==> src/logic/trace_store_regs.svh <==
// Purpose: Offsets, field positions, widths and reset values of the
//          trace storage qualifier block.
// Assumes: 32-bit classic Wishbone, byte addresses, one word per register.
// Notes:   Definitions only; shared by the package and the modules.
`ifndef TRACE_STORE_REGS_SVH
`define TRACE_STORE_REGS_SVH

// Register byte offsets
`define REG_CTRL        8'h00
`define REG_STATUS      8'h04
`define REG_QUAL_STORE  8'h08
`define REG_QUAL_PRE    8'h0c
`define REG_QUAL_COUNT  8'h10
`define REG_RANGE_LO    8'h14
`define REG_RANGE_HI    8'h18
`define REG_PAT_BASE    8'h40
`define REG_PAT_END     8'hc0

// Control fields
`define CTRL_RUN        0
`define CTRL_PRE_EN     1
`define CTRL_CMODE_LO   2
`define CTRL_W          4
`define CMODE_OFF       2'h0
`define CMODE_TIME      2'h1
`define CMODE_STATE     2'h2

// Qualifier word fields
`define QUAL_S1_LO      0
`define QUAL_S1_NOR     6
`define QUAL_S2_LO      7
`define QUAL_S2_NOR     12
`define QUAL_OR         13
`define QUAL_W          14

// Sample and entry widths
`define ADDR_W          16
`define DATA_W          16
`define STAT_W          8
`define TAG_W           16
`define NPAT            8

// Tag marker for prestore entries, largest count below it
`define TAG_MARK        16'hffff
`define TAG_MAX         16'hfffe

// Reset values
`define CTRL_RST        4'h0
`define QUAL_RST        14'h0000
`define RANGE_RST       16'h0000

`endif

==> src/logic/trace_store_pkg.sv <==
// Purpose: Types of the trace storage qualifier block.
// Assumes: Constants come from trace_store_regs.svh.
// Notes:   Core state is one packed struct registered in one process.
`include "trace_store_regs.svh"

package trace_store_pkg;

	// Drain sequencer states, one-hot
	typedef enum logic [1:0] {
		S_IDLE  = 2'b01,
		S_DRAIN = 2'b10
	} fsm_t;

	// One trace memory entry
	typedef struct packed {
		logic                 trig;
		logic [`TAG_W-1:0]    tag;
		logic [`STAT_W-1:0]   stat;
		logic [`DATA_W-1:0]   data;
		logic [`ADDR_W-1:0]   addr;
	} entry_t;

	// Complete state of the qualifier core
	typedef struct packed {
		logic                        ack;
		logic [31:0]                 rdat;
		logic [`CTRL_W-1:0]          ctrl;
		logic [2:0][`QUAL_W-1:0]     qual;
		logic [`ADDR_W-1:0]          rlo;
		logic [`ADDR_W-1:0]          rhi;
		logic [`NPAT-1:0][31:0]      pval;
		logic [`NPAT-1:0][31:0]      pmsk;
		logic [`NPAT-1:0][15:0]      pstat;
		fsm_t                        st;
		logic                        rdy;
		logic [1:0]                  pcnt;
		entry_t [1:0]                pend;
		entry_t                      held;
		logic [`TAG_W-1:0]           cnt;
		logic [15:0]                 nstored;
	} core_state_t;

endpackage

==> src/logic/entry_fifo.sv <==
// Purpose: Small shift FIFO between qualifier core and trace memory.
// Assumes: Synchronous active-high reset; one clock.
// Notes:   Head entry, valid and ready are all flip-flops.
`timescale 1ns/1ps

module entry_fifo #(
	parameter int WIDTH = 57,           // Entry width
	parameter int DEPTH = 2             // Number of entries
) (
	input  wire logic             clk_i,      // System clock
	input  wire logic             rst_i,      // Sync reset, high
	input  wire logic             in_valid_i, // Entry offered
	input  wire logic [WIDTH-1:0] in_data_i,  // Entry offered
	output logic                  in_ready_o, // Room for an entry
	output logic                  out_valid_o,// Head entry valid
	output logic [WIDTH-1:0]      out_data_o, // Head entry
	input  wire logic             out_ready_i // Receiver takes head
);

	typedef struct packed {
		logic [DEPTH-1:0][WIDTH-1:0] mem;   // Slot 0 is the head
		logic [DEPTH-1:0]            vld;   // Slot occupied
		logic                        rdy;   // Registered ready
	} fifo_state_t;

	fifo_state_t s;                      // Current state
	fifo_state_t n;                      // Next state

	// Pop shifts toward head, push fills first free slot
	always_comb begin
		logic placed;
		placed = 1'b0;
		n = s;
		if (s.vld[0] && out_ready_i) begin
			for (int i = 0; i < DEPTH - 1; i++) begin
				n.mem[i] = s.mem[i+1];
				n.vld[i] = s.vld[i+1];
			end
			n.vld[DEPTH-1] = 1'b0;
		end
		if (in_valid_i && s.rdy) begin
			for (int i = 0; i < DEPTH; i++) begin
				if (!placed && !n.vld[i]) begin
					n.mem[i] = in_data_i;
					n.vld[i] = 1'b1;
					placed   = 1'b1;
				end
			end
		end
		n.rdy = !n.vld[DEPTH-1];
	end

	// State register
	always_ff @(posedge clk_i) begin
		if (rst_i) begin
			s     <= '0;
			s.rdy <= 1'b1;
		end else begin
			s <= n;
		end
	end

	assign in_ready_o  = s.rdy;
	assign out_valid_o = s.vld[0];
	assign out_data_o  = s.mem[0];

endmodule

==> src/logic/trace_store.sv <==
// Purpose: Storage, prestore and count qualification of sampled states.
// Assumes: Sampled states arrive as a valid/ready stream; trigger comes
//          from the sequencer; registers over classic Wishbone.
// Notes:   A stored state costs two clocks; any CTRL write re-arms.
//
// The Wishbone register port and the register addresses were left to the implementer.
`timescale 1ns/1ps

module trace_store
	import trace_store_pkg::*;
#(
	parameter int BUF_DEPTH = 2          // Output buffer entries
) (
	input  wire logic              clk_i,          // 20 MHz clock
	input  wire logic              rst_i,          // Sync reset, high
	input  wire logic              wb_cyc_i,       // Bus cycle
	input  wire logic              wb_stb_i,       // Bus strobe
	input  wire logic              wb_we_i,        // Write enable
	input  wire logic [7:0]        wb_adr_i,       // Byte address
	input  wire logic [3:0]        wb_sel_i,       // Byte enables
	input  wire logic [31:0]       wb_dat_i,       // Write data
	output logic [31:0]            wb_dat_o,       // Read data
	output logic                   wb_ack_o,       // Acknowledge
	input  wire logic              state_valid_i,  // Sample present
	input  wire logic [`ADDR_W-1:0] state_addr_i,  // Sampled address
	input  wire logic [`DATA_W-1:0] state_data_i,  // Sampled data
	input  wire logic [`STAT_W-1:0] state_stat_i,  // Sampled status
	input  wire logic              state_trig_i,   // Sample is trigger
	input  wire logic              arm_i,          // Arm term
	output logic                   state_ready_o,  // Sample taken
	output logic                   out_valid_o,    // Entry valid
	input  wire logic              out_ready_i,    // Memory takes entry
	output logic [`ADDR_W-1:0]     out_addr_o,     // Entry address
	output logic [`DATA_W-1:0]     out_data_o,     // Entry data
	output logic [`STAT_W-1:0]     out_stat_o,     // Entry status
	output logic [`TAG_W-1:0]      out_tag_o,      // Count or marker
	output logic                   out_trig_o      // Entry is trigger
);

	localparam int EW = $bits(entry_t);   // Entry width

	core_state_t s;                        // Current state
	core_state_t n;                        // Next state
	logic        acc;                      // Sample accepted
	logic        hit_store;                // Storage qualifier
	logic        hit_pre;                  // Prestore qualifier
	logic        hit_count;                // Count qualifier
	logic        is_norm;                  // Normal store
	logic        pre_take;                 // Goes to prestore
	logic        push_v;                   // Entry to buffer
	logic        push_pre;                 // Entry is prestore
	entry_t      push_e;                   // Entry offered
	logic        buf_rdy;                  // Buffer has room
	logic        buf_vld;                  // Buffer head valid
	entry_t      buf_head;                 // Buffer head entry
	logic [5:0]  set1;                     // a..d, r, not r
	logic [4:0]  set2;                     // e..h, arm
	logic [`NPAT-1:0] pat;                 // Pattern matches
	logic        in_rng;                   // Address in range
	logic        wr;                       // Write takes effect
	logic [1:0]  cmode;                    // Count mode

	// Byte-lane merge of a write
	function automatic logic [31:0] be_merge(input logic [31:0] old,
		input logic [31:0] nw, input logic [3:0] sel);
		logic [31:0] r;
		r = old;
		for (int b = 0; b < 4; b++) begin
			if (sel[b]) begin
				r[8*b +: 8] = nw[8*b +: 8];
			end
		end
		return r;
	endfunction

	// One set: uniform OR, or uniform NOR, of chosen members
	function automatic logic set_eval(input logic [5:0] mem,
		input logic [5:0] msk, input logic nor_op);
		logic any;
		any = |(mem & msk);
		return nor_op ? !any : any;
	endfunction

	// Qualifier: set1 combined by AND or OR with set2
	function automatic logic qual_eval(input logic [`QUAL_W-1:0] q,
		input logic [5:0] m1, input logic [4:0] m2);
		logic a;
		logic b;
		a = set_eval(m1, q[`QUAL_S1_LO +: 6], q[`QUAL_S1_NOR]);
		b = set_eval({1'b0, m2}, {1'b0, q[`QUAL_S2_LO +: 5]},
			q[`QUAL_S2_NOR]);
		return q[`QUAL_OR] ? (a | b) : (a & b);
	endfunction

	// Pattern and range matches on address, data and status
	always_comb begin
		for (int i = 0; i < `NPAT; i++) begin
			pat[i] = ((({state_data_i, state_addr_i} ^ s.pval[i])
				& s.pmsk[i]) == 32'h0000_0000) &&
				(((state_stat_i ^ s.pstat[i][7:0])
				& s.pstat[i][15:8]) == 8'h00);
		end
		in_rng = (state_addr_i >= s.rlo) && (state_addr_i <= s.rhi);
		set1 = {!in_rng, in_rng, pat[3:0]};
		set2 = {arm_i, pat[7:4]};
	end

	assign cmode     = s.ctrl[`CTRL_CMODE_LO +: 2];
	assign hit_store = qual_eval(s.qual[0], set1, set2);
	assign hit_pre   = qual_eval(s.qual[1], set1, set2);
	assign hit_count = qual_eval(s.qual[2], set1, set2);
	assign acc       = s.rdy && state_valid_i;
	assign is_norm   = state_trig_i || hit_store;
	assign pre_take  = !is_norm && hit_pre &&
		s.ctrl[`CTRL_PRE_EN];
	assign wr        = wb_cyc_i && wb_stb_i && wb_we_i && s.ack;

	// Buffer feed: prestore entries first, then the held store
	always_comb begin
		push_v   = (s.st == S_DRAIN);
		push_pre = (s.pcnt != 2'h0);
		push_e   = push_pre ? s.pend[0] : s.held;
		if (push_pre) begin
			push_e.tag = (cmode == `CMODE_OFF) ? `TAG_W'(0)
				: `TAG_MARK;
		end
	end

	// Next state: bus slave, qualifier core, drain sequencer
	always_comb begin
		entry_t smp;
		smp = '{trig: state_trig_i, tag: s.cnt, stat: state_stat_i,
			data: state_data_i, addr: state_addr_i};
		n = s;
		// Bus answer one clock after the request, dropped after
		n.ack  = wb_cyc_i && wb_stb_i && !s.ack;
		n.rdat = 32'h0000_0000;
		if (wb_adr_i >= `REG_PAT_BASE && wb_adr_i < `REG_PAT_END) begin
			case (wb_adr_i[3:2])
				2'h0:    n.rdat = s.pval[{wb_adr_i[7], wb_adr_i[5:4]}];
				2'h1:    n.rdat = s.pmsk[{wb_adr_i[7], wb_adr_i[5:4]}];
				2'h2:    n.rdat = {16'h0000,
					s.pstat[{wb_adr_i[7], wb_adr_i[5:4]}]};
				default: n.rdat = 32'h0000_0000;
			endcase
		end else begin
			case (wb_adr_i)
				`REG_CTRL:       n.rdat = {28'h0, s.ctrl};
				`REG_STATUS:     n.rdat = {13'h0, (s.st == S_DRAIN),
					s.pcnt, s.nstored};
				`REG_QUAL_STORE: n.rdat = {18'h0, s.qual[0]};
				`REG_QUAL_PRE:   n.rdat = {18'h0, s.qual[1]};
				`REG_QUAL_COUNT: n.rdat = {18'h0, s.qual[2]};
				`REG_RANGE_LO:   n.rdat = {16'h0, s.rlo};
				`REG_RANGE_HI:   n.rdat = {16'h0, s.rhi};
				default:         n.rdat = 32'h0000_0000;
			endcase
		end

		// Time tag counts clocks since the last normal store
		if (s.ctrl[`CTRL_RUN] && cmode == `CMODE_TIME &&
			s.cnt != `TAG_MAX) begin
			n.cnt = s.cnt + `TAG_W'(1);
		end

		// Accepted sample
		if (acc) begin
			if (is_norm) begin
				n.held = smp;
				if (cmode == `CMODE_OFF) begin
					n.held.tag = `TAG_W'(0);
				end
				n.cnt = `TAG_W'(0);
				n.st  = S_DRAIN;
			end else begin
				if (cmode == `CMODE_STATE && hit_count &&
					s.cnt != `TAG_MAX) begin
					n.cnt = s.cnt + `TAG_W'(1);
				end
				if (pre_take) begin
					// Newest two kept, oldest dropped
					if (s.pcnt == 2'h2) begin
						n.pend[0] = s.pend[1];
						n.pend[1] = smp;
					end else begin
						n.pend[s.pcnt[0]] = smp;
						n.pcnt = s.pcnt + 2'h1;
					end
				end
			end
		end

		// Drain one entry per clock while the buffer has room
		case (s.st)
			S_IDLE: begin
			end
			S_DRAIN: begin
				if (buf_rdy) begin
					if (push_pre) begin
						n.pend[0] = s.pend[1];
						n.pcnt    = s.pcnt - 2'h1;
					end else begin
						n.st = S_IDLE;
					end
					n.nstored = s.nstored + 16'h0001;
				end
			end
			default: n.st = S_IDLE;
		endcase

		// Register writes
		if (wr) begin
			if (wb_adr_i >= `REG_PAT_BASE && wb_adr_i < `REG_PAT_END) begin
				case (wb_adr_i[3:2])
					2'h0: n.pval[{wb_adr_i[7], wb_adr_i[5:4]}] = be_merge(
						s.pval[{wb_adr_i[7], wb_adr_i[5:4]}], wb_dat_i,
						wb_sel_i);
					2'h1: n.pmsk[{wb_adr_i[7], wb_adr_i[5:4]}] = be_merge(
						s.pmsk[{wb_adr_i[7], wb_adr_i[5:4]}], wb_dat_i,
						wb_sel_i);
					2'h2: n.pstat[{wb_adr_i[7], wb_adr_i[5:4]}] = 16'(be_merge(
						{16'h0, s.pstat[{wb_adr_i[7], wb_adr_i[5:4]}]},
						wb_dat_i, wb_sel_i));
					default: begin
					end
				endcase
			end else begin
				case (wb_adr_i)
					`REG_CTRL: begin
						// Re-arm: drop pending work and counts
						n.ctrl    = `CTRL_W'(be_merge({28'h0, s.ctrl},
							wb_dat_i, wb_sel_i));
						n.pcnt    = 2'h0;
						n.cnt     = `TAG_W'(0);
						n.nstored = 16'h0000;
						n.st      = S_IDLE;
					end
					`REG_QUAL_STORE: n.qual[0] = `QUAL_W'(be_merge(
						{18'h0, s.qual[0]}, wb_dat_i, wb_sel_i));
					`REG_QUAL_PRE:   n.qual[1] = `QUAL_W'(be_merge(
						{18'h0, s.qual[1]}, wb_dat_i, wb_sel_i));
					`REG_QUAL_COUNT: n.qual[2] = `QUAL_W'(be_merge(
						{18'h0, s.qual[2]}, wb_dat_i, wb_sel_i));
					`REG_RANGE_LO:   n.rlo = `ADDR_W'(be_merge(
						{16'h0, s.rlo}, wb_dat_i, wb_sel_i));
					`REG_RANGE_HI:   n.rhi = `ADDR_W'(be_merge(
						{16'h0, s.rhi}, wb_dat_i, wb_sel_i));
					default: begin
					end
				endcase
			end
		end
		n.rdy = (n.st == S_IDLE) && n.ctrl[`CTRL_RUN];
	end

	// State register
	always_ff @(posedge clk_i) begin
		if (rst_i) begin
			s      <= '0;
			s.st   <= S_IDLE;
			s.ctrl <= `CTRL_RST;
		end else begin
			s <= n;
		end
	end

	// Output buffer, stalls the drain when full
	entry_fifo #(
		.WIDTH (EW),
		.DEPTH (BUF_DEPTH)
	) u_fifo (
		.clk_i       (clk_i),
		.rst_i       (rst_i),
		.in_valid_i  (push_v),
		.in_data_i   (push_e),
		.in_ready_o  (buf_rdy),
		.out_valid_o (buf_vld),
		.out_data_o  (buf_head),
		.out_ready_i (out_ready_i)
	);

	assign wb_ack_o      = s.ack;
	assign wb_dat_o      = s.rdat;
	assign state_ready_o = s.rdy;
	assign out_valid_o   = buf_vld;
	assign out_addr_o    = buf_head.addr;
	assign out_data_o    = buf_head.data;
	assign out_stat_o    = buf_head.stat;
	assign out_tag_o     = buf_head.tag;
	assign out_trig_o    = buf_head.trig;
endmodule

==> config.mk <==
export PLATFORM = sky130hd
export DESIGN_NAME = trace_store
export DESIGN_NICKNAME = d
export VERILOG_FILES = /design/src/logic/trace_store_pkg.sv /design/src/logic/entry_fifo.sv /design/src/logic/trace_store.sv
export VERILOG_INCLUDE_DIRS = /design/src /design/src/logic
export SDC_FILE = /design/constraint.sdc
export NUM_CORES = 2
export LEC_CHECK = 0
export ABC_CLOCK_PERIOD_IN_PS = 4500
export BUFFER_PORTS_ARGS = -buffer_cell sky130_fd_sc_hd__buf_2
export CAP_MARGIN = 15
export CORE_UTILIZATION = 60
export CTS_CLUSTER_DIAMETER = 200
export DETAILED_ROUTE_END_ITERATION = 8
export PLACE_DENSITY_LB_ADDON = 0.2
export SLEW_MARGIN = 30
export SYNTH_ARGS = -nofsm -noshare
export SYNTH_HDL_FRONTEND = slang
export SYNTH_SLANG_ARGS = --single-unit
==> constraint.sdc <==
create_clock -name clk_i -period 4.5 [get_ports clk_i]
set_input_delay 0.45 -clock clk_i [delete_from_list [all_inputs] [get_ports clk_i]]
set_output_delay 0.45 -clock clk_i [all_outputs]
set_load 0.01 [all_outputs]
# [Yosys cells after proc, flatten, opt, wreduce, memory -nomap -nowiden]
# Cells that the tools add are included.
[word_totals] regBits=1076 inputBits=93 wordCells=349
[classes] add_sub_neg=4 n_lt_le_gt_ge=8 eq_ne=15 n_mux=131 n_bitwise=46 n_reduce_logical=83
[ops] operator="$mux 717" n=1
[ops] operator="$mux 640" n=1
[ops] operator="$bwmux 256" n=2
[ops] operator="$mux 256" n=2
[ops] operator="$mux 57" n=7
[ops] operator="$mux 8" n=47
[ops] operator="$and 32x32->32" n=8
[ops] operator="$logic_not 32->1" n=8
[ops] operator="$xor 32x32->32" n=8
[ops] operator="$mux 116" n=2
[ops] operator="$mux 32" n=7
[ops] operator="$bmux 32 s3" n=2
[ops] operator="$mux 16" n=12
[ops] operator="$mux 189" n=1
[ops] operator="$pmux 19 s7" n=1
[ops] operator="$bwmux 128" n=1
[ops] operator="$mux 128" n=1
[ops] operator="$mux 59" n=2
[ops] operator="$bwmux 114" n=1
[ops] operator="$mux 114" n=1
[ops] operator="$demux 32 s3" n=1
[ops] operator="$pmux 32 s3" n=1
[ops] operator="$mux 75" n=1
[ops] operator="$logic_not 8->1" n=9
[ops] operator="41 further kinds" n=160

# [Logic depth before layout (Yosys ltp)]
[depth] ltp_word=23 mapped_depth=17

# [Cells and area by module]
# A second synthesis with hierarchy kept.
[unflattened] hier_cells=6316 hier_area_um2=51644.5
[by_module_without_submodules] mod="trace_store" n_inst=1 cells_each=5738 area_each_um2=45977.8 seq_area_each_um2=18557.8
[by_module_without_submodules] mod="entry_fifo" n_inst=1 cells_each=578 area_each_um2=5666.7 seq_area_each_um2=2342.2

# [Least setup slack after synthesis]
# No wires, ideal clock.
[synth_timing] path_type="input port to flip-flop" startpoint="input port state_addr_i[0]" endpoint="register with a tool-made name" setup_time_ns=0.120 arrival_ns=3.879 t_required_ns=4.380 path_slack_ns=0.501 stages=17 cell_sequence="buf_2 inv_1 ha_1 nand2b_1 a2111o_1 a31oi_1 o31ai_1 o311ai_1 mux2_2 or3_4 a22oi_2 o21ai_2 or3_1 clkbuf_1 buf_6 buf_6 mux2i_1"
[synth_lines] item="start: declaration" line="trace_store.sv:25" text="input wire logic [`ADDR_W-1:0] state_addr_i,"

==> results.txt <==
outcome - finished with violations
failing checks - setup timing
worst min-delay path class - in -> reg
setup slack after layout - -0.00788 ns
Initial Util - 60.5%
setup violators final - 2
clk sinks - 1,044
Synth top cells by count - nand2_1 (1,889), dfxtp_1 (1,044), a21oi_1 (858)
Async S/R FF share, synth - 0%
Die ar. - 88,500 sq um
initial antenna violation count - 16
die span in x - 298 um
detailed-route DRC error count - 0
max cap viols - 0
worst reg2reg setup slack - -0.008 ns
clock buffer depth - 3
Final HPWL DP - 163 mm
post-synth top area share - 39.9%
WHS - 0.0172 ns
RSZ-0062 raised after global routing - false
power after layout - 20.5 mW
GP Congestion - 1.19
Endpoint, Worst Hold - s[878]$_SDFFE_PP0P_
Yosys Warn Count - 0
critical path data required time - 5.14 ns
First DRT Iteration DRCs - 9,604
power per cell area - 352 nW/um^2
Worst-Skew Late Latency - 0.75 ns
number of CTS-inserted buffers - 110
# IOs - 185
mapped cell area - 52,400 sq um
Slew HR - 17.6%
CP Cell Sequence - xor2_1 > a22oi_1 > nand4_1 > nor4_2 > buf_4 > nand3_1 > nand4_1 > o21ai_0 > a221oi_2 > buf_4 > o21a_1 > o211ai_1 > o22ai_1
net count after synthesis - 6,672
CTS HTree Levels - 3
Root Driver - clkbuf_16
vias in the first global route - 47,988
gr usage total - 52.3%
fin crit period - 4.51 ns
Slowest cell on crit path - a22oi_1
final hold vios - 0
top_reg_cell synth - dfxtp_1
drt wl/cell - 30.9 um
EDFF count, synth - 0
routed via count - 53,365
count of input and output buffers - 184
Setup crit start kind - flop
gr ovfl total - 0
fin util - 67.2%
FP Rows - 108
Max stage delay on crit path - 0.73 ns
router iterations before antenna repair - 9
Critical Path AT - 5.15 ns
final wirelength - 238 mm
die boundary height - 298 um
skew final - 0.0380 ns
synthesized area per cell - 8.01 sq um
Synth area leader - dfxtp_1
first-pass GRT wire length - 338 mm
share of layout cells above drive strength 1 - 12.9%
#FFs+latches synth - 1,044
Worst IR Drop VDD - 0.364 mV
min-delay src - wb_dat_i[14]
clock slew at reported path FFs - 0.06 ns
largest cells by area after synthesis - dfxtp_1 (40%), nand2_1 (14%), a21oi_1 (8.2%)
reg2reg end - s[25]$_SDFF_PP0_
core area - 86,600 sq um
final antenna-violating net count - 0
Setup CP Type - reg -> reg
Final Max Slew Viols - 0
Max Fanout on Critical Path - 19
count leader, synth - nand2_1
Netlist cell types - 70
Mapped Cells - 6,537
worst r2r path cells - 13
CP Capture Type - flop
Vias/cell - 6.91
largest net degree at the start of global routing - 204
Layout Area Growth over Synthesis - 11.1%
CTS tree - yes
NumNets Final - 6,608
fin crit share - 100%
static leakage - 20.9 nW
Worst Tran Pin Value - 1.23 ns
WHS Path Cells - 3
max frequency - 0.222 GHz
fraction of the yosys area taken by sequential cells - 39.9%
[through the flow]
step | instance area (sq um) | cells | setup TNS (ns) | setup WS [ns]
finish | 58200 | 7721 | -0.00815 | -0.00788
global route | 58200 | 7711 | 0 | 0.130
CTS | 58200 | 7709 | 0 | 0.351
detailed placement | 54400 | 7512 | -0.450 | -0.0310
global placement | 54300 | 7512 | -0.00511 | -0.00511
floorplan | 52400 | 6537 | 0 | 0.501
[logic make-up (layout without fill, tap and decap cells)]
group / count (synthesis) / in the layout / synth area share, %
XOR/XNOR: 338 / 338 / 5.65
flip-flops: 1044 / 1044 / 39.9
adder cells (fa/ha/maj): 42 / 42 / 1.00
AND/OR/NAND/NOR: 2640 / 2640 / 21.1
multiplexers: 306 / 306 / 9.70
other: 0 / 10 / 0
AO/OA/AOI/OAI: 1476 / 1476 / 16.9
buffers and inverters: 691 / 710 / 5.76
[layer usage]
layer	up-vias	global-route usage [%]	part of all wire, %
met5	-	0.920	0.10
met1	25075	64.1	35
li1	22491	-	-
met3	1250	21.9	16
met4	16	42.1	10
met2	4533	71.5	39
[power by group]
group          leakage [nW]  switching, mW  internal [mW]  total (mW)
clock                  1.87           4.01           5.70        9.72
sequential             8.41        0.00934           9.25        9.26
combinational          10.6           1.12          0.382        1.50
total                  20.9           5.14           15.3        20.5
[repair_timing]
| item | 4_1_cts | 5_1_grt |
|---|---|---|
| hold buffers | 2 | 0 |
| hold endpoints to repair | 1 | 0 |
| buffers inserted | 0 | 2 |
| resized for setup | 0 | 1 |
| setup endpoints to repair | 0 | 5 |
[cell type report]
type                       count  area, sq um
inverter                      77          290
clock inverter                36          518
multi-input combinational   4802        28700
antenna                       10         25.0
clock buffer                 159         3270
fill                        7247        28400
timing repair buffer         438         3120
sequential                  1044        20900
tap                         1155         1450
[worst max-delay path: cells and delay by family (launching register included)]
family | cells | cell delay, ns
XOR/XNOR | 1 | 0.16
AND/OR/NAND/NOR | 4 | 1.34
AO/OA/AOI/OAI | 6 | 2.09
flip-flops | 1 | 0.33
buffers and inverters | 2 | 0.51
[cell usage in the layout (no fill, tap or decap), types with 7 or more instances in the layout]
master and instances:
nor3_1 20, a22oi_1 222, xnor2_1 7, mux2i_1 143
inv_1 73, diode_2 10, o22ai_1 19, nor4_1 15
a22o_1 15, o211ai_1 45, nand2b_1 47, ha_1 40
bufinv_16 12, nand3_1 222, nand4_1 109, dfxtp_1 1042
a31o_2 18, clkbuf_8 28, o21ai_0 63, or3_1 7
and2_1 15, nor3_2 8, xor2_1 330, a311oi_1 74
a21oi_1 858, buf_2 180, mux4_2 161, and4_1 10
clkinv_2 17, nor2_2 12, nor4b_1 10, a211oi_1 47
buf_12 20, and3_1 52, clkbuf_1 19, a31oi_1 69
nor2_1 189, buf_4 232, nand2_1 1887, clkbuf_16 113
[how the worst max path moves through the flow]
stage / cells past startpoint / to / slack [ns] / startpoint
after global routing: 13 / s[29]$_SDFF_PP0_ / 0.13 / flop
after global placement: 15 / s[29]$_SDFF_PP0_ / -0.005 / state_addr_i[15]
after floorplan: 17 / flop / 0.50 / state_addr_i[0]
final: 13 / s[25]$_SDFF_PP0_ / -0.008 / flop
after detailed placement: 15 / s[29]$_SDFF_PP0_ / -0.03 / state_addr_i[14]
after CTS: 13 / s[25]$_SDFF_PP0_ / 0.35 / flop
(Power assumes the default switching activity.)
